## src/hdl/dbgcc_pkg.sv

```systemverilog
// Constants, field positions and types shared by the debug command controller.
// Assumes a single core clock domain; the test port arrives asynchronously.
package dbgcc_pkg;

    // Word widths.
    localparam int CMD_W       = 8;
    localparam int DATA_W      = 24;
    localparam int SEL_W       = 5;
    localparam int CNT_W       = 5;

    // Command field positions.
    localparam int CMD_SEL_LSB   = 0;
    localparam int CMD_LEAVE_BIT = 5;
    localparam int CMD_EXEC_BIT  = 6;
    localparam int CMD_DIR_BIT   = 7;

    // Register select codes.
    localparam logic [4:0] SEL_STATUS      = 5'h00;
    localparam logic [4:0] SEL_BP_COUNT    = 5'h01;
    localparam logic [4:0] SEL_BP_CTRL     = 5'h02;
    localparam logic [4:0] SEL_LIMIT0      = 5'h05;
    localparam logic [4:0] SEL_LIMIT1      = 5'h06;
    localparam logic [4:0] SEL_GLOBAL_DATA = 5'h09;
    localparam logic [4:0] SEL_PROG_DATA   = 5'h0A;
    localparam logic [4:0] SEL_INSTR_LATCH = 5'h0B;
    localparam logic [4:0] SEL_GOTO        = 5'h0C;
    localparam logic [4:0] SEL_TRACE_COUNT = 5'h0D;
    localparam logic [4:0] SEL_FETCH_ADDR  = 5'h0F;
    localparam logic [4:0] SEL_DECODE_ADDR = 5'h10;
    localparam logic [4:0] SEL_EXEC_ADDR   = 5'h11;
    localparam logic [4:0] SEL_TRACE_BUF   = 5'h12;
    localparam logic [4:0] SEL_NONE        = 5'h1F;

    // Status and control register layout.
    localparam int ST_TRACE_EN   = 0;
    localparam int ST_VECTOR     = 1;
    localparam int ST_SOFT       = 2;
    localparam int ST_BP         = 3;
    localparam int ST_TRACE_HIT  = 4;
    localparam int ST_STATE_LSB  = 6;
    localparam logic [23:0] STATUS_RESET = 24'h000000;

    // Number of data bits in a short transfer.
    localparam logic [4:0] SHORT_XFER = 5'h08;

    // Vector offset used when a debug request is turned into an interrupt.
    localparam logic [7:0] VECTOR_OFFSET = 8'h06;

    // Core state codes.
    localparam logic [1:0] CORE_RUN   = 2'h0;
    localparam logic [1:0] CORE_WAIT  = 2'h1;
    localparam logic [1:0] CORE_BUS   = 2'h2;
    localparam logic [1:0] CORE_DEBUG = 2'h3;

    typedef enum logic [1:0] {
        DBG_RUN     = 2'b00,
        DBG_HALTING = 2'b01,
        DBG_HALTED  = 2'b10,
        DBG_EXEC    = 2'b11
    } dbgcc_mode_t;

endpackage : dbgcc_pkg

```

## src/hdl/dbgcc_ctrl.sv

```systemverilog
// Debug command controller: command and data shifting, decode, status/control, halt line.
// Assumes TAP indications arrive in the test clock domain and core signals on clock.
//
// Overview of operation
// - Debug resources respond only while the unlock instruction is loaded.
// - Halt line assertion halts the core and enters debug mode awaiting commands.
// - Device drives the halt line low to acknowledge debug entry.
// - Halt line is open drain, shared and bidirectional.
// - Eight-bit command shift register fed from the serial data input.
// - Low five command bits select status, counters, control, data or none.
// - Further select codes map limits, latch, trace and addresses; rest reserved.
// - Leave bit acts only with execute on program data write or none.
// - Execute runs latched instruction, returning to debug unless leave is set.
// - Execute ignored except on program data write or no-register operation.
// - Command bit 7 chooses write when clear and read when set.
// - Decoder combines command, update indication and halted state into strobes.
// - Status/control register is 24 bits and clears on reset.
// - Status bit 0 enables trace operation.
// - Status bit 1 turns a debug request into a vectored interrupt.
// - Status bit 2 flags soft halt entry, cleared on leaving.
// - Status bit 3 flags breakpoint entry, cleared on leaving.
// - Status bit 4 flags trace count entry, cleared on leaving.
// - Status bit 5 and bits 8 to 23 read as zero.
// - Status bits 6-7 report running, wait, bus wait or debug.
// - Core state bits are also offered to the instruction shift register.
`timescale 1ns/100ps
module dbgcc_ctrl (
    // Clock and reset
    input  wire logic        clock,
    input  wire logic        reset,
    // Test port pins
    input  wire logic        tck,
    input  wire logic        tdi,
    output logic             tdo,
    // Test controller indications
    input  wire logic        unlockActive,
    input  wire logic        shiftCmd,
    input  wire logic        shiftData,
    input  wire logic        updateReg,
    // Halt request line
    input  wire logic        haltLineN_in,
    output logic             haltLineN_out,
    output logic             haltLineN_oe,
    // Core side
    input  wire logic        coreHalted,
    input  wire logic        coreInstrDone,
    input  wire logic [1:0]  coreState,
    input  wire logic        softHaltEvent,
    input  wire logic        breakpointEvent,
    input  wire logic        traceZeroEvent,
    output logic             coreHaltReq,
    output logic             coreGo,
    output logic             vectorIrq,
    output logic [7:0]       vectorOffset,
    output logic             traceEnable,
    output logic [1:0]       irStateBits,
    // Debug register strobes
    output logic [4:0]       regSelect,
    output logic             regWrite,
    output logic             regRead,
    output logic [23:0]      regWriteData,
    input  wire logic [23:0] regReadData
);

    logic [6:0]              syncVec;
    logic                    tckS;
    logic                    tdiS;
    logic                    unlockS;
    logic                    shiftCmdS;
    logic                    shiftDataS;
    logic                    updateS;
    logic                    haltS;
    logic                    tckDly_q;
    logic                    updDly_q;
    logic                    haltDly_q;
    logic                    tckRise;
    logic                    updRise;
    logic                    haltFall;
    logic [7:0]              cmdPar;
    logic [23:0]             dataPar;
    logic                    dataSerial;
    logic                    dataLoad;
    logic [23:0]             dataLoadValue;
    logic                    lastWasCmd_q;
    logic [4:0]              dataCount_q;
    logic                    awaitData_q;
    logic                    readPending_q;
    logic [7:0]              latchedCmd_q;
    logic                    cmdUpdate;
    logic                    dataUpdate;
    logic [4:0]              sel;
    logic                    selRead;
    logic                    goFire;
    logic                    goLeave;
    logic [23:0]             writeValue;
    dbgcc_pkg::dbgcc_mode_t  mode_q;
    logic [1:0]              control_q;
    logic [2:0]              causes_q;
    logic [2:0]              pending_q;
    logic [2:0]              events;
    logic [1:0]              stateBits;
    logic [23:0]             statusValue;
    logic                    entryReq;

    dbgcc_sync #(
        .WIDTH (7)
    ) u_sync (
        .clock   (clock),
        .reset   (reset),
        .asyncIn ({tck, tdi, unlockActive, shiftCmd, shiftData, updateReg, haltLineN_in}),
        .syncOut (syncVec)
    );

    assign {tckS, tdiS, unlockS, shiftCmdS, shiftDataS, updateS, haltS} = syncVec;

    always_ff @(posedge clock or posedge reset) begin
        if (reset) begin
            tckDly_q  <= 1'b0;
            updDly_q  <= 1'b0;
            haltDly_q <= 1'b0;
        end else begin
            tckDly_q  <= tckS;
            updDly_q  <= updateS;
            haltDly_q <= haltS;
        end
    end

    assign tckRise  = tckS & ~tckDly_q;
    assign updRise  = updateS & ~updDly_q;
    assign haltFall = haltDly_q & ~haltS;

    dbgcc_shift #(
        .WIDTH (dbgcc_pkg::CMD_W)
    ) u_cmd (
        .clock       (clock),
        .reset       (reset),
        .shiftEn     (tckRise & shiftCmdS & unlockS),
        .serialIn    (tdiS),
        .serialOut   (),
        .loadEn      (1'b0),
        .loadValue   (8'h00),
        .parallelOut (cmdPar)
    );

    dbgcc_shift #(
        .WIDTH (dbgcc_pkg::DATA_W)
    ) u_data (
        .clock       (clock),
        .reset       (reset),
        .shiftEn     (tckRise & shiftDataS & unlockS),
        .serialIn    (tdiS),
        .serialOut   (dataSerial),
        .loadEn      (dataLoad),
        .loadValue   (dataLoadValue),
        .parallelOut (dataPar)
    );

    // Known select codes; anything else is reserved.
    function automatic logic selKnown(input logic [4:0] code);
        case (code)
            dbgcc_pkg::SEL_STATUS, dbgcc_pkg::SEL_BP_COUNT, dbgcc_pkg::SEL_BP_CTRL,
            dbgcc_pkg::SEL_LIMIT0, dbgcc_pkg::SEL_LIMIT1, dbgcc_pkg::SEL_GLOBAL_DATA,
            dbgcc_pkg::SEL_PROG_DATA, dbgcc_pkg::SEL_INSTR_LATCH, dbgcc_pkg::SEL_GOTO,
            dbgcc_pkg::SEL_TRACE_COUNT, dbgcc_pkg::SEL_FETCH_ADDR,
            dbgcc_pkg::SEL_DECODE_ADDR, dbgcc_pkg::SEL_EXEC_ADDR,
            dbgcc_pkg::SEL_TRACE_BUF: selKnown = 1'b1;
            default: selKnown = 1'b0;
        endcase
    endfunction : selKnown

    assign cmdUpdate  = updRise & unlockS & lastWasCmd_q;
    assign dataUpdate = updRise & unlockS & ~lastWasCmd_q & awaitData_q;
    assign sel        = cmdPar[dbgcc_pkg::CMD_SEL_LSB +: dbgcc_pkg::SEL_W];
    assign selRead    = cmdPar[dbgcc_pkg::CMD_DIR_BIT];

    // Short transfers land in the top byte of the data shifter.
    assign writeValue = (dataCount_q == dbgcc_pkg::SHORT_XFER) ?
                        {16'h0000, dataPar[23:16]} : dataPar;

    // Execute is honoured only on no-register operations or program data writes.
    always_comb begin
        goFire  = 1'b0;
        goLeave = 1'b0;
        if (mode_q == dbgcc_pkg::DBG_HALTED) begin
            if (cmdUpdate && cmdPar[dbgcc_pkg::CMD_EXEC_BIT] &&
                sel == dbgcc_pkg::SEL_NONE) begin
                goFire  = 1'b1;
                goLeave = cmdPar[dbgcc_pkg::CMD_LEAVE_BIT];
            end else if (dataUpdate && latchedCmd_q[dbgcc_pkg::CMD_EXEC_BIT] &&
                         latchedCmd_q[4:0] == dbgcc_pkg::SEL_PROG_DATA) begin
                goFire  = 1'b1;
                goLeave = latchedCmd_q[dbgcc_pkg::CMD_LEAVE_BIT];
            end
        end
    end

    // Core state seen through the status register and the instruction register.
    assign stateBits = (mode_q == dbgcc_pkg::DBG_HALTED) ? dbgcc_pkg::CORE_DEBUG
                                                          : coreState;
    assign statusValue = {16'h0000, stateBits, 1'b0, causes_q, control_q};

    always_comb begin
        dataLoad      = 1'b0;
        dataLoadValue = 24'h000000;
        if (readPending_q) begin
            dataLoad      = 1'b1;
            dataLoadValue = regReadData;
        end else if (cmdUpdate && selRead) begin
            dataLoad = 1'b1;
            if (sel == dbgcc_pkg::SEL_STATUS) begin
                dataLoadValue = statusValue;
            end
        end
    end

    // Serial bookkeeping: which register shifted last and how many data bits.
    always_ff @(posedge clock or posedge reset) begin
        if (reset) begin
            lastWasCmd_q <= 1'b0;
            dataCount_q  <= 5'h00;
        end else if (tckRise && unlockS && shiftCmdS) begin
            lastWasCmd_q <= 1'b1;
        end else if (tckRise && unlockS && shiftDataS) begin
            lastWasCmd_q <= 1'b0;
            dataCount_q  <= dataCount_q + 5'h01;
        end else if (updRise || cmdUpdate) begin
            dataCount_q  <= 5'h00;
        end
    end

    // Command decode and register strobes.
    always_ff @(posedge clock or posedge reset) begin
        if (reset) begin
            latchedCmd_q  <= 8'h00;
            awaitData_q   <= 1'b0;
            readPending_q <= 1'b0;
            regSelect     <= dbgcc_pkg::SEL_NONE;
            regWrite      <= 1'b0;
            regRead       <= 1'b0;
            regWriteData  <= 24'h000000;
        end else begin
            regWrite      <= 1'b0;
            regRead       <= 1'b0;
            readPending_q <= regRead;
            if (cmdUpdate) begin
                latchedCmd_q <= cmdPar;
                awaitData_q  <= ~selRead && sel != dbgcc_pkg::SEL_NONE && selKnown(sel);
                if (selRead && selKnown(sel) && sel != dbgcc_pkg::SEL_STATUS) begin
                    regSelect <= sel;
                    regRead   <= 1'b1;
                end
            end else if (dataUpdate) begin
                awaitData_q <= 1'b0;
                if (latchedCmd_q[4:0] != dbgcc_pkg::SEL_STATUS) begin
                    regSelect    <= latchedCmd_q[4:0];
                    regWriteData <= writeValue;
                    regWrite     <= 1'b1;
                end
            end
        end
    end

    // Control bits of the status register; status bits are never written.
    always_ff @(posedge clock or posedge reset) begin
        if (reset) begin
            control_q <= dbgcc_pkg::STATUS_RESET[1:0];
        end else if (dataUpdate && latchedCmd_q[4:0] == dbgcc_pkg::SEL_STATUS) begin
            control_q <= writeValue[dbgcc_pkg::ST_VECTOR:dbgcc_pkg::ST_TRACE_EN];
        end
    end

    assign events = {traceZeroEvent & control_q[dbgcc_pkg::ST_TRACE_EN],
                     breakpointEvent, softHaltEvent};
    assign entryReq = unlockS && (haltFall || (|events));

    // Entry causes are held until the core halts, then shown until debug is left.
    always_ff @(posedge clock or posedge reset) begin
        if (reset) begin
            pending_q <= 3'h0;
            causes_q  <= dbgcc_pkg::STATUS_RESET[4:2];
        end else if (mode_q == dbgcc_pkg::DBG_HALTING && coreHalted) begin
            pending_q <= 3'h0;
            causes_q  <= pending_q | events;
        end else if (mode_q == dbgcc_pkg::DBG_HALTED && goFire && goLeave) begin
            pending_q <= events;
            causes_q  <= 3'h0;
        end else if (mode_q != dbgcc_pkg::DBG_HALTED) begin
            pending_q <= pending_q | events;
        end
    end

    // Debug mode sequencing.
    always_ff @(posedge clock or posedge reset) begin
        if (reset) begin
            mode_q       <= dbgcc_pkg::DBG_RUN;
            coreHaltReq  <= 1'b0;
            coreGo       <= 1'b0;
            vectorIrq    <= 1'b0;
            vectorOffset <= 8'h00;
        end else begin
            coreGo    <= 1'b0;
            vectorIrq <= 1'b0;
            case (mode_q)
                dbgcc_pkg::DBG_RUN: begin
                    if (entryReq && control_q[dbgcc_pkg::ST_VECTOR]) begin
                        vectorIrq    <= 1'b1;
                        vectorOffset <= dbgcc_pkg::VECTOR_OFFSET;
                    end else if (entryReq) begin
                        coreHaltReq <= 1'b1;
                        mode_q      <= dbgcc_pkg::DBG_HALTING;
                    end
                end
                dbgcc_pkg::DBG_HALTING: begin
                    if (coreHalted) begin
                        coreHaltReq <= 1'b0;
                        mode_q      <= dbgcc_pkg::DBG_HALTED;
                    end
                end
                dbgcc_pkg::DBG_HALTED: begin
                    if (goFire) begin
                        coreGo <= 1'b1;
                        mode_q <= goLeave ? dbgcc_pkg::DBG_RUN : dbgcc_pkg::DBG_EXEC;
                    end
                end
                dbgcc_pkg::DBG_EXEC: begin
                    if (coreInstrDone) begin
                        mode_q <= dbgcc_pkg::DBG_HALTED;
                    end
                end
                default: mode_q <= dbgcc_pkg::DBG_RUN;
            endcase
        end
    end

    // Acknowledge: pull the shared line low from entry until the first command.
    always_ff @(posedge clock or posedge reset) begin
        if (reset) begin
            haltLineN_oe <= 1'b0;
        end else if (mode_q == dbgcc_pkg::DBG_HALTING && coreHalted) begin
            haltLineN_oe <= 1'b1;
        end else if (cmdUpdate || mode_q != dbgcc_pkg::DBG_HALTED) begin
            haltLineN_oe <= 1'b0;
        end
    end

    // Open drain: the driven level is always low.
    always_ff @(posedge clock or posedge reset) begin
        if (reset) begin
            haltLineN_out <= 1'b0;
        end else begin
            haltLineN_out <= 1'b0;
        end
    end

    always_ff @(posedge clock or posedge reset) begin
        if (reset) begin
            tdo         <= 1'b0;
            traceEnable <= 1'b0;
            irStateBits <= dbgcc_pkg::CORE_RUN;
        end else begin
            tdo         <= dataSerial;
            traceEnable <= control_q[dbgcc_pkg::ST_TRACE_EN];
            irStateBits <= stateBits;
        end
    end

    localparam int ACK_MAX = 2;
endmodule : dbgcc_ctrl

```

## src/hdl/dbgcc_sync.sv

```systemverilog
// Two-stage synchroniser for a group of asynchronous level inputs.
// Assumes each bit is independent; no bus coherency is implied.
`timescale 1ns/100ps
module dbgcc_sync #(
    parameter int WIDTH = 1
) (
    // Clock and reset
    input  wire logic             clock,
    input  wire logic             reset,
    // Levels
    input  wire logic [WIDTH-1:0] asyncIn,
    output logic      [WIDTH-1:0] syncOut
);

    logic [WIDTH-1:0] stage1_q;

    always_ff @(posedge clock or posedge reset) begin
        if (reset) begin
            stage1_q <= '0;
            syncOut  <= '0;
        end else begin
            stage1_q <= asyncIn;
            syncOut  <= stage1_q;
        end
    end

endmodule : dbgcc_sync

```

## src/hdl/dbgcc_shift.sv

```systemverilog
// Serial-in shift register with parallel load and serial out at the low end.
// Assumes shift and load are never requested in the same cycle; load wins.
`timescale 1ns/100ps
module dbgcc_shift #(
    parameter int WIDTH = 8
) (
    // Clock and reset
    input  wire logic             clock,
    input  wire logic             reset,
    // Serial side
    input  wire logic             shiftEn,
    input  wire logic             serialIn,
    output logic                  serialOut,
    // Parallel side
    input  wire logic             loadEn,
    input  wire logic [WIDTH-1:0] loadValue,
    output logic      [WIDTH-1:0] parallelOut
);

    // Bits enter at the top, so the first bit shifted ends at bit 0.
    always_ff @(posedge clock or posedge reset) begin
        if (reset) begin
            parallelOut <= '0;
        end else if (loadEn) begin
            parallelOut <= loadValue;
        end else if (shiftEn) begin
            parallelOut <= {serialIn, parallelOut[WIDTH-1:1]};
        end
    end

    assign serialOut = parallelOut[0];

endmodule : dbgcc_shift

```

## config.mk

```make
export PLATFORM = sky130hd
export DESIGN_NAME = dbgcc_ctrl
export DESIGN_NICKNAME = d
export VERILOG_FILES = /design/src/hdl/dbgcc_pkg.sv /design/src/hdl/dbgcc_ctrl.sv /design/src/hdl/dbgcc_sync.sv /design/src/hdl/dbgcc_shift.sv
export SDC_FILE = /design/constraint.sdc
export NUM_CORES = 1
export LEC_CHECK = 0
export BUFFER_PORTS_ARGS = -buffer_cell sky130_fd_sc_hd__buf_2
export CAP_MARGIN = 20
export CORE_ASPECT_RATIO = 2
export CORE_MARGIN = 2
export CORE_UTILIZATION = 45
export DETAILED_ROUTE_END_ITERATION = 10
export HOLD_SLACK_MARGIN = 0.12
export PLACE_DENSITY = 0.72
export SKIP_CTS_REPAIR_TIMING = 1
export SYNTH_ARGS = -nofsm -noshare
export SYNTH_HDL_FRONTEND = slang
export SYNTH_SLANG_ARGS = --single-unit
```

## constraint.sdc

```tcl
create_clock -name clock -period 4.1 [get_ports clock]
set_input_delay 0.41 -clock clock [delete_from_list [all_inputs] [get_ports clock]]
set_output_delay 0.41 -clock clock [all_outputs]
set_load 0.005 [all_outputs]
```

==> results of run 1 <==
-- power groups by stage --
stage               sequential (W)  combinational (W)  clock [W]
CTS                        0.00155           0.000524    0.00145
global placement           0.00156           0.000498          0
finish                     0.00156           0.000521    0.00143
detailed placement         0.00157           0.000518          0
global route               0.00158           0.000591    0.00152
floorplan                  0.00150           0.000396          0
-- sequential cells by signal (all words and copies together) (netlist names), 2 cells and up --
signal and count:
latchedCmd_q 7, pending_q 3, regWriteData 24, u_sync.syncOut 7, u_cmd.parallelOut 8, u_data.parallelOut 24, control_q 2, regSelect 5
u_sync.stage1_q 7, irStateBits 2, mode_q 2, causes_q 3, dataCount_q 5
-- critical path: cells and delay by family, from the launching register on --
| family | cells | cell delay, ns |
|---|---|---|
| mux | 1 | 0.37 |
| compound gates | 2 | 0.48 |
| buf+inv | 2 | 0.52 |
| flops | 1 | 0.39 |
| simple gates | 1 | 0.41 |
-- cell families (layout without fill, tap and decap cells) --
| group | after synthesis | in the layout | share of synthesized area |
|---|---|---|---|
| AO/OA/AOI/OAI | 88 | 88 | 0.113 |
| adder cells (fa/ha/maj) | 6 | 6 | 0.0152 |
| buffers and inverters | 41 | 130 | 0.0402 |
| flip-flops | 114 | 114 | 0.578 |
| multiplexers | 39 | 39 | 0.0820 |
| other | 1 | 7 | 0.000758 |
| AND/OR/NAND/NOR | 180 | 180 | 0.171 |
-- cell type report --
class                           count  area (um2)  area share
Clock buffer                       25         505      0.0834
Clock inverter                      5        75.1      0.0124
Inverter                            9        36.3     0.00599
Multi-Input combinational cell    320        1910       0.315
Sequential cell                   114        2860       0.472
Tap cell                          140         175      0.0289
Timing Repair Buffer               91         498      0.0822
-- path summary, 6_finish.rpt --
| check | start | depth (start not counted) | endpoint |
|---|---|---|---|
| setup / recovery | latchedCmd_q[0] | 6 | regSelect[4] |
| hold / removal | reset | 2 | u_sync.stage1_q[1] |
| setup reg to reg | latchedCmd_q[0] | 6 | regSelect[4] |
| hold reg to reg | u_sync.stage1_q[6] | 0 | u_sync.syncOut[6] |
| max in group asynchronous | reset | 3 | u_data.parallelOut[13] |
| min in group clock | updateReg | 1 | u_sync.stage1_q[1] |
-- routing by layer --
| metal | up-vias | global-route usage |
|---|---|---|
| met5 | - | 0 |
| met4 | 0 | 0.149 |
| met3 | 43 | 0.0509 |
| met2 | 120 | 0.356 |
| met1 | 1818 | 0.193 |
| li1 | 1767 | - |
-- stage by stage --
| step | total power, W | std cells |
|---|---|---|
| after floorplan | 0.00190 | 475 |
| after detailed placement | 0.00209 | 668 |
| final | 0.00351 | 704 |
| after CTS | 0.00353 | 698 |
| after global placement | 0.00206 | 668 |
| after global routing | 0.00370 | 704 |
-- layout by cell type, fill, tap and decap left out, types with 4 or more instances in the layout --
cell type / synthesis / routed
sky130_fd_sc_hd__nor2_1: 11 / 11
sky130_fd_sc_hd__inv_1: 8 / 7
sky130_fd_sc_hd__dfrtp_1: 109 / 109
sky130_fd_sc_hd__nand2_1: 117 / 117
sky130_fd_sc_hd__o21ai_0: 50 / 50
sky130_fd_sc_hd__nand3_1: 13 / 13
sky130_fd_sc_hd__mux2i_1: 27 / 27
sky130_fd_sc_hd__dlygate4sd3_1: 0 / 6
sky130_fd_sc_hd__nor2b_1: 4 / 4
sky130_fd_sc_hd__buf_4: 9 / 5
sky130_fd_sc_hd__nor3_1: 5 / 5
sky130_fd_sc_hd__mux2_2: 12 / 12
sky130_fd_sc_hd__ha_1: 6 / 6
sky130_fd_sc_hd__clkbuf_16: 0 / 17
sky130_fd_sc_hd__dfstp_2: 5 / 5
sky130_fd_sc_hd__buf_2: 9 / 80
sky130_fd_sc_hd__nand2b_1: 4 / 4
sky130_fd_sc_hd__clkbuf_8: 0 / 5
sky130_fd_sc_hd__a22o_1: 5 / 5
sky130_fd_sc_hd__a21oi_1: 13 / 13
sky130_fd_sc_hd__conb_1: 1 / 7
==> results.yml, run 1 <==
outcome:
  run_status: "completed"
drt:
  met1Wirelength_um: 3920
  detail_route.vias_per_cell: 5.32
  route.detailed.wl_per_inst_um: 15.9
  drt_first_iter_violations: 127
  dr.max_layer_used: "met4"
  ant_nets: 0
  wl_met2_um: 6200
  dr_wl_met3_um: 448
  drt_pass1_iterations: 4
  drc: 0
  drt_wl_total_um: 11200
  vias: 3748
pwr:
  irDropWorstVdd_mv: 0.336
  clock_power_share: 0.408
  p_int_w: 0.00257
  p_leak_nw: 3.10
  power.switching_w: 0.000944
  power.density_nw_per_um2: 579
  seqPwrFrac: 0.444
  power_switching_share: 0.269
  power_frac_comb: 0.148
synthesis:
  synth_edf_count: 0
  yosysTopAreaCell: "sky130_fd_sc_hd__dfrtp_1"
  synthesis.instances: 469
  post_synth_instance_area_um2: 4950
  yosys_register_bits: 114
  synthDominantCellAreaShare: 0.551
  synth_seq_area_share: 0.578
  ys_top_cells_by_count: "sky130_fd_sc_hd__nand2_1 (117), sky130_fd_sc_hd__dfrtp_1 (109), sky130_fd_sc_hd__o21ai_0 (50)"
  ys_top_cells_by_area: "sky130_fd_sc_hd__dfrtp_1 (55%), sky130_fd_sc_hd__nand2_1 (8.9%), sky130_fd_sc_hd__mux2i_1 (5.5%), sky130_fd_sc_hd__o21ai_0 (5.1%), sky130_fd_sc_hd__mux2_2 (2.7%)"
  synthesis.yosys.warnings: 0
  ys_types: 49
  most_used_dff_post_synth: "sky130_fd_sc_hd__dfrtp_1"
  synth.most_common_cell: "sky130_fd_sc_hd__nand2_1"
  synth-async-reset-ratio: 1.00
  avgSynthCellArea_um2: 10.5
floorplan:
  io_pins: 88
  chipHeight_um: 152
  start_util: 0.458
  die_w_um: 78.1
  core.rowCount: 54
  die_footprint_um2: 11900
  placeableCoreArea_um2: 10800
final_layout:
  share_of_final_layout_standard_cells_stronger_than_drive_strength_1: 0.246
  synthesis_to_finish_area_growth_pct: 22.5
  finalInstanceArea_um2: 6060
  final_net_count: 599
  fin_util: 0.561
  antenna-diode-count: 0
  fillers: 945
placement:
  gp_congestion: 0.925
  dpl.hpwl_um: 8200
  place_area_um2: 5420
  detailedPlace.worstSlack_ns: 1.83
  portBuffers: 80
clock_tree:
  cts.reportedPaths.clkPinSlew_ns: 0.05
  cts_tree: "built"
  cts_max_path_buffers: 2
  tritoncts.num_buffers: 17
  cts_num_sinks: 114
  h-tree-depth: 4
  clk-insertion-delay-late_ns: 0.41
  clockRootBuffer: "sky130_fd_sc_hd__clkbuf_16"
setup_path:
  cp.required_ns: 4.43
  critPathMaxStageDelay_ns: 0.41
  ff2ff_setup_slack_ns: 1.84
  timing.setup.critical_path_class: "flop to flop"
  worst_setup_path_start_kind: "flop"
  endpoint_kind: "flop"
  cp_cell_sequence: "or3_4, o311ai_4, buf_4, inv_2, a41oi_4, mux2_2"
  timing.critical_path.slowest_stage_cell: "sky130_fd_sc_hd__or3_4"
  path_max_fanout: 48
  cp.arrival_ns: 2.59
sta:
  worst_slew_pin_slew_ns: 0.955
  slew_headroom: 0.364
  clock_skew_ns: 0.00900
  setup_repair_after_global_routing_missed_its_margin: "no"
  final.setup.tns_ns: 0
  timing_hold_violations_final: 0
  timing.hold.ws_ns: 0.0922
  period_needed_ns: 2.26
  finalWorstSetupSlack_ns: 1.84
  setup_viol: 0
  slew_viol_final: 0
  maxClockFrequency_mhz: 442
  post-route-period-util: 0.551
global_route:
  global_route.usage.total: 0.201
  grt_pass1_wl_um: 18200
  grt_pass1_vias: 3875
  grt_residual_overflow: 0
  grt_start_max_net_pins: 52
  grt_antenna_before_repair: 0
run:
  max_cap_viol_count: 0
hold_path:
  hold_path_class: "input port to asynchronous set/reset pin"
No activity file was read; power rests on OpenSTA's default activity.
==> run 2: changes to the inputs <==
--- a/config.mk
+++ b/config.mk
@@ -12,7 +12,7 @@
 export CORE_UTILIZATION = 45
 export DETAILED_ROUTE_END_ITERATION = 10
 export HOLD_SLACK_MARGIN = 0.12
-export PLACE_DENSITY = 0.72
+export PLACE_DENSITY = 0.74
 export SKIP_CTS_REPAIR_TIMING = 1
 export SYNTH_ARGS = -nofsm -noshare
 export SYNTH_HDL_FRONTEND = slang
==> constraint.sdc (replaced) <==
create_clock -name clock -period 1.89 [get_ports clock]
set_input_delay 0.189 -clock clock [delete_from_list [all_inputs] [get_ports clock]]
set_output_delay 0.189 -clock clock [all_outputs]
set_load 0.005 [all_outputs]
==> results.yml, run 2 (same netlist as run 1, synthesis figures left out) <==
sta:
  slew_headroom: 0.579
  post-route-period-util: 0.987
  clock_skew_ns: 0.0117
  final.setup.tns_ns: 0
  period_needed_ns: 1.87
  setup_viol: 0
  worst_slew_pin_slew_ns: 0.632
  finalWorstSetupSlack_ns: 0.0241
  maxClockFrequency_mhz: 536
  slew_viol_final: 0
  setup_repair_after_global_routing_missed_its_margin: "yes"
  timing_hold_violations_final: 0
final_layout:
  layout_commonest_cell: "sky130_fd_sc_hd__nand2_1"
  final_net_count: 641
  share_of_final_layout_standard_cells_stronger_than_drive_strength_1: 0.253
  fillers: 903
  final_cell_mix: "sky130_fd_sc_hd__nand2_1 (117), sky130_fd_sc_hd__dfrtp_1 (109), sky130_fd_sc_hd__buf_2 (80)"
  layout_top_registers: "regWriteData: 24 flops, u_data.parallelOut: 24 flops, u_cmd.parallelOut: 8 flops"
  fin_util: 0.597
  antenna-diode-count: 0
  stdcell_count: 744
  synthesis_to_finish_area_growth_pct: 30.5
placement:
  dp_cells: 681
  portBuffers: 80
  gp_congestion: 0.891
  dpl.hpwl_um: 8060
  detailedPlace.worstSlack_ns: 0.0214
pwr:
  post-layout-total-power_w: 0.00762
  power_switching_share: 0.273
  power.density_nw_per_um2: 1180
  irDropWorstVdd_mv: 0.718
  p_int_w: 0.00554
  power_frac_comb: 0.161
  power.switching_w: 0.00208
  seqPwrFrac: 0.443
  p_leak_nw: 3.27
  clock_power_share: 0.396
global_route:
  grt_pass1_vias: 3862
  global_route.usage.total: 0.200
  grt_pass1_wl_um: 18500
  grt_antenna_before_repair: 0
  grt_residual_overflow: 0
  grt_start_max_net_pins: 115
drt:
  drt_wl_total_um: 11500
  detail_route.vias_per_cell: 5.13
  drt_first_iter_violations: 235
  route.detailed.wl_per_inst_um: 15.5
  dr_wl_met3_um: 347
  ant_nets: 0
  drt_pass1_iterations: 4
  drc: 0
  wl_met2_um: 6620
  dr.max_layer_used: "met4"
  vias: 3814
  met1Wirelength_um: 4260
setup_path:
  endpoint_kind: "flop"
  path_max_fanout: 5
  timing.setup.critical_path_class: "flop to flop"
  capture_point_of_the_worst_reg_to_reg_path: "regSelect[3]"
  cp.arrival_ns: 2.19
  cp.required_ns: 2.21
  rr_worst_depth: 5
  worst_setup_path_start_kind: "flop"
  crit-reg2reg-launch: "latchedCmd_q[0]"
  worst_setup_path_startpoint: "latchedCmd_q[0]"
  cp-endpoint: "regSelect[3]"
  ff2ff_setup_slack_ns: 0.02
clock_tree:
  h-tree-depth: 4
  tritoncts.num_buffers: 17
  clockRootBuffer: "sky130_fd_sc_hd__clkbuf_16"
  cts_max_path_buffers: 2
  cts_num_sinks: 114
  cts_tree: "built"
  clk-insertion-delay-late_ns: 0.40
  cts.reportedPaths.clkPinSlew_ns: 0.05
floorplan:
  die_footprint_um2: 11900
  core.rowCount: 54
  die_w_um: 78.1
  io_pins: 88
  start_util: 0.458
  placeableCoreArea_um2: 10800
  chipHeight_um: 152
hold_path:
  hold_path_class: "input port to flop"
run:
  max_cap_viol_count: 0
outcome:
  run_status: "completed"
[run 2: cell types whose count changed in the layout (fill, tap and decap cells not counted), sizes merged]
| cell | delta |
|---|---|
| clkbuf | -3 |
| buf | +13 |
| inv | -1 |
| clkinvlp | +2 |
| dlygate4sd3 | +29 |
[run 2: worst min-delay path by stage]
stage,end,slack (ns),cells after the start,startpoint
2_1_floorplan,u_sync.stage1_q[0],0.22,0,haltLineN_in
3_3_place_gp,u_sync.stage1_q[1],0.30,1,updateReg
3_5_place_dp,u_sync.stage1_q[0],0.30,1,haltLineN_in
4_1_cts,u_sync.stage1_q[4],-0.12,1,unlockActive
5_1_grt,causes_q[1],0.15,3,breakpointEvent
6_report,causes_q[1],0.13,3,breakpointEvent
[run 2: through the flow]
| stage | hold WS (ns) | cell area, um2 |
|---|---|---|
| after global placement | 0.300 | 5540 |
| after global routing | 0.146 | 6450 |
| after CTS | -0.119 | 6100 |
| final | 0.132 | 6450 |
| after detailed placement | 0.298 | 5540 |
| after floorplan | 0.220 | 4970 |
[run 2: power groups by stage]
stage,combinational [W],clock [W],sequential [W]
6_report,0.00123,0.00302,0.00337
5_1_grt,0.00138,0.00321,0.00344
4_1_cts,0.00119,0.00307,0.00337
3_5_place_dp,0.00117,0,0.00340
3_3_place_gp,0.00112,0,0.00338
2_1_floorplan,0.000859,0,0.00326
[run 2: worst max-delay path, cell delays in order, from the launching register on]
cell and delay (ns):
sky130_fd_sc_hd__dfrtp_1 0.39, sky130_fd_sc_hd__or3_4 0.41, sky130_fd_sc_hd__o311ai_4 0.25, sky130_fd_sc_hd__inv_2 0.10, sky130_fd_sc_hd__a41oi_4 0.27, sky130_fd_sc_hd__mux2_2 0.37
[run 2: per-layer routing]
| layer | vias to the layer above | GRT usage |
|---|---|---|
| met5 | - | 0 |
| met4 | 0 | 0.101 |
| met3 | 19 | 0.0421 |
| met2 | 87 | 0.376 |
| met1 | 1853 | 0.200 |
| li1 | 1855 | - |
[run 2: area by class of cell]
class	count	area (um2)	area share
sequential	114	2860	0.443
multi-input combinational	320	1910	0.296
timing repair buffer	133	911	0.141
clock buffer	22	474	0.0735
tap	140	175	0.0271
clock inverter	6	82.6	0.0128
inverter	9	37.5	0.00582
==> run 3: changes to the inputs <==
--- a/config.mk
+++ b/config.mk
@@ -16,4 +16,5 @@
 export SKIP_CTS_REPAIR_TIMING = 1
 export SYNTH_ARGS = -nofsm -noshare
 export SYNTH_HDL_FRONTEND = slang
+export SYNTH_HIERARCHICAL = 1
 export SYNTH_SLANG_ARGS = --single-unit
==> results.yml, run 3 <==
outcome:
  run_status: "completed"
placement:
  place_area_um2: 5810
  portBuffers: 80
  dpl.hpwl_um: 8380
  detailedPlace.worstSlack_ns: -0.0369
  gp_congestion: 0.849
pwr:
  power_frac_comb: 0.164
  power_switching_share: 0.274
  power.density_nw_per_um2: 1170
  p_leak_nw: 3.13
  p_int_w: 0.00551
  power.switching_w: 0.00208
  clock_power_share: 0.375
  seqPwrFrac: 0.461
  irDropWorstVdd_mv: 0.716
final_layout:
  final_cell_mix: "sky130_fd_sc_hd__dfrtp_1 (109), sky130_fd_sc_hd__nand2_1 (100), sky130_fd_sc_hd__buf_2 (80)"
  layout_commonest_cell: "sky130_fd_sc_hd__dfrtp_1"
  finalInstanceArea_um2: 6510
  synthesis_to_finish_area_growth_pct: 26.4
  layout_top_registers: "regWriteData: 24 flops, u_data/parallelOut: 24 flops, u_cmd/parallelOut: 8 flops"
  share_of_final_layout_standard_cells_stronger_than_drive_strength_1: 0.252
  antenna-diode-count: 0
  final_net_count: 655
floorplan:
  die_footprint_um2: 12400
  io_pins: 88
  die_w_um: 79.6
  chipHeight_um: 155
  core.rowCount: 55
  placeableCoreArea_um2: 11200
  start_util: 0.459
sta:
  period_needed_ns: 1.86
  slew_viol_final: 0
  finalWorstSetupSlack_ns: 0.0315
  clock_skew_ns: 0.00791
  setup_repair_after_global_routing_missed_its_margin: "yes"
  timing_hold_violations_final: 0
  slew_headroom: 0.580
  setup_viol: 0
  post-route-period-util: 0.983
  maxClockFrequency_mhz: 538
  worst_slew_pin_slew_ns: 0.615
synthesis:
  post_synth_instance_area_um2: 5150
  yosysTopAreaCell: "sky130_fd_sc_hd__dfrtp_1"
  ys_types: 50
  avgSynthCellArea_um2: 10.5
  synth-async-reset-ratio: 1.00
  synth_edf_count: 0
  synth_seq_area_share: 0.555
  most_used_dff_post_synth: "sky130_fd_sc_hd__dfrtp_1"
  synthesis.yosys.warnings: 6
  yosys_register_bits: 114
  synthDominantCellAreaShare: 0.530
  synth.most_common_cell: "sky130_fd_sc_hd__dfrtp_1"
  synthesis.instances: 489
  ys_top_cells_by_count: "sky130_fd_sc_hd__dfrtp_1 (109), sky130_fd_sc_hd__nand2_1 (100), sky130_fd_sc_hd__mux2i_1 (41)"
  ys_top_cells_by_area: "sky130_fd_sc_hd__dfrtp_1 (53%), sky130_fd_sc_hd__mux2i_1 (8.0%), sky130_fd_sc_hd__nand2_1 (7.3%), sky130_fd_sc_hd__o21ai_0 (3.4%), sky130_fd_sc_hd__o21ai_1 (2.7%)"
clock_tree:
  clk-insertion-delay-late_ns: 0.41
  cts_num_sinks: 114
  cts.reportedPaths.clkPinSlew_ns: 0.05
  cts_max_path_buffers: 2
  cts_tree: "built"
  tritoncts.num_buffers: 17
  h-tree-depth: 4
  clockRootBuffer: "sky130_fd_sc_hd__clkbuf_16"
setup_path:
  path_max_fanout: 7
  timing.setup.critical_path_class: "flop to flop"
  worst_setup_path_start_kind: "flop"
  timing.critical_path.slowest_stage_cell: "sky130_fd_sc_hd__or4_4"
  cp.required_ns: 2.16
  endpoint_kind: "flop"
  cp_cell_sequence: "or3_4, or4_4, a21oi_2, o22ai_1"
  critPathMaxStageDelay_ns: 0.54
  cp.arrival_ns: 2.13
drt:
  detail_route.vias_per_cell: 5.10
  route.detailed.wl_per_inst_um: 14.8
  ant_nets: 0
  drt_wl_total_um: 11200
  vias: 3889
  drt_pass1_iterations: 4
  drt_first_iter_violations: 161
  drc: 0
hold_path:
  hold_path_class: "input port to flop"
run:
  max_cap_viol_count: 0
global_route:
  grt_pass1_wl_um: 18500
  grt_start_max_net_pins: 49
  grt_pass1_vias: 3942
  global_route.usage.total: 0.195
  grt_residual_overflow: 0
  grt_antenna_before_repair: 0
[run 3: cell types whose count changed after synthesis, moves of 3 or more]
| cell | delta |
|---|---|
| sky130_fd_sc_hd__nand2_1 | -17 |
| sky130_fd_sc_hd__o21ai_0 | -15 |
| sky130_fd_sc_hd__buf_6 | +3 |
| sky130_fd_sc_hd__mux2i_1 | +14 |
| sky130_fd_sc_hd__inv_1 | +8 |
| sky130_fd_sc_hd__nand3_1 | -5 |
| sky130_fd_sc_hd__nor3b_1 | -3 |
| sky130_fd_sc_hd__a21oi_1 | -10 |
| sky130_fd_sc_hd__o21ai_1 | +28 |
| sky130_fd_sc_hd__buf_2 | -3 |
| sky130_fd_sc_hd__nor3_1 | -3 |
| sky130_fd_sc_hd__nand2b_1 | +6 |
| sky130_fd_sc_hd__mux2_2 | -4 |
| sky130_fd_sc_hd__and2_1 | +17 |
[run 3: final cells by class]
cell class / count / area (um2)
flip-flops and latches: 114 / 2860
fillers: 975 / 4710
clock buffers: 23 / 468
well taps: 142 / 178
multi-input cells: 344 / 2110
inverters: 16 / 63.8
clock inverters: 7 / 60.1
repair buffers: 116 / 766
[run 3: worst max-delay path: cells and delay by family (launching register included)]
family	cells	cell delay, ns
and+or+nand+nor	2	0.93
AOI/OAI and AO/OA	2	0.43
DFF	1	0.37
[run 3: metal layers]
| metal | routed length, um | vias up | track usage |
|---|---|---|---|
| met2 | 6560 | 97 | 0.369 |
| met5 | 0 | - | 0 |
| li1 | - | 1873 | - |
| met1 | 3990 | 1889 | 0.194 |
| met3 | 348 | 30 | 0.0464 |
| met4 | 348 | 0 | 0.0895 |
[run 3: cell families after synthesis]
kind of cell             after synthesis  synth area share
other                                  1          0.000728
adder cells (fa/ha/maj)                6            0.0146
flip-flops                           114             0.555
AND/OR/NAND/NOR                      172             0.159
AO/OA/AOI/OAI                         95             0.115
buffers and inverters                 52            0.0581
multiplexers                          49            0.0972
[run 3: power groups by stage]
| stage | clock, W | combinational, W | sequential (W) |
|---|---|---|---|
| global placement | 0 | 0.00118 | 0.00351 |
| CTS | 0.00290 | 0.00123 | 0.00351 |
| finish | 0.00285 | 0.00124 | 0.00350 |
| global route | 0.00300 | 0.00142 | 0.00358 |
| detailed placement | 0 | 0.00122 | 0.00354 |
| floorplan | 0 | 0.000764 | 0.00342 |
[run 3: path summary, 6_finish.rpt]
| path | depth (start not counted) | slack [ns] | startpoint | endpoint |
|---|---|---|---|---|
| max in group asynchronous | 4 | 0.96 | reset | regWriteData[0] |
| worst max-delay path | 4 | 0.03 | latchedCmd_q[0] | causes_q[2] |
| min in group asynchronous | 3 | 0.35 | reset | u_cmd/parallelOut[2] |
| worst max register to register | 4 | 0.03 | latchedCmd_q[0] | causes_q[2] |
| worst min-delay path | 4 | 0.12 | regReadData[5] | u_data/parallelOut[5] |
| worst min register to register | 0 | 0.35 | u_sync/stage1_q[2] | u_sync/syncOut[2] |
[run 3: metrics by stage]
stage          utilization  cells  total power (W)  hold slack (ns)  setup TNS, ns
3_3_place_gp         0.518    717          0.00469            0.199              0
5_1_grt              0.580    762          0.00800            0.128         -0.559
2_1_floorplan            -    510          0.00419          0.00466              0
6_report             0.580    762          0.00758            0.118              0
3_5_place_dp         0.518    717          0.00476            0.213         -0.164
4_1_cts              0.565    747          0.00764           -0.226         -0.288
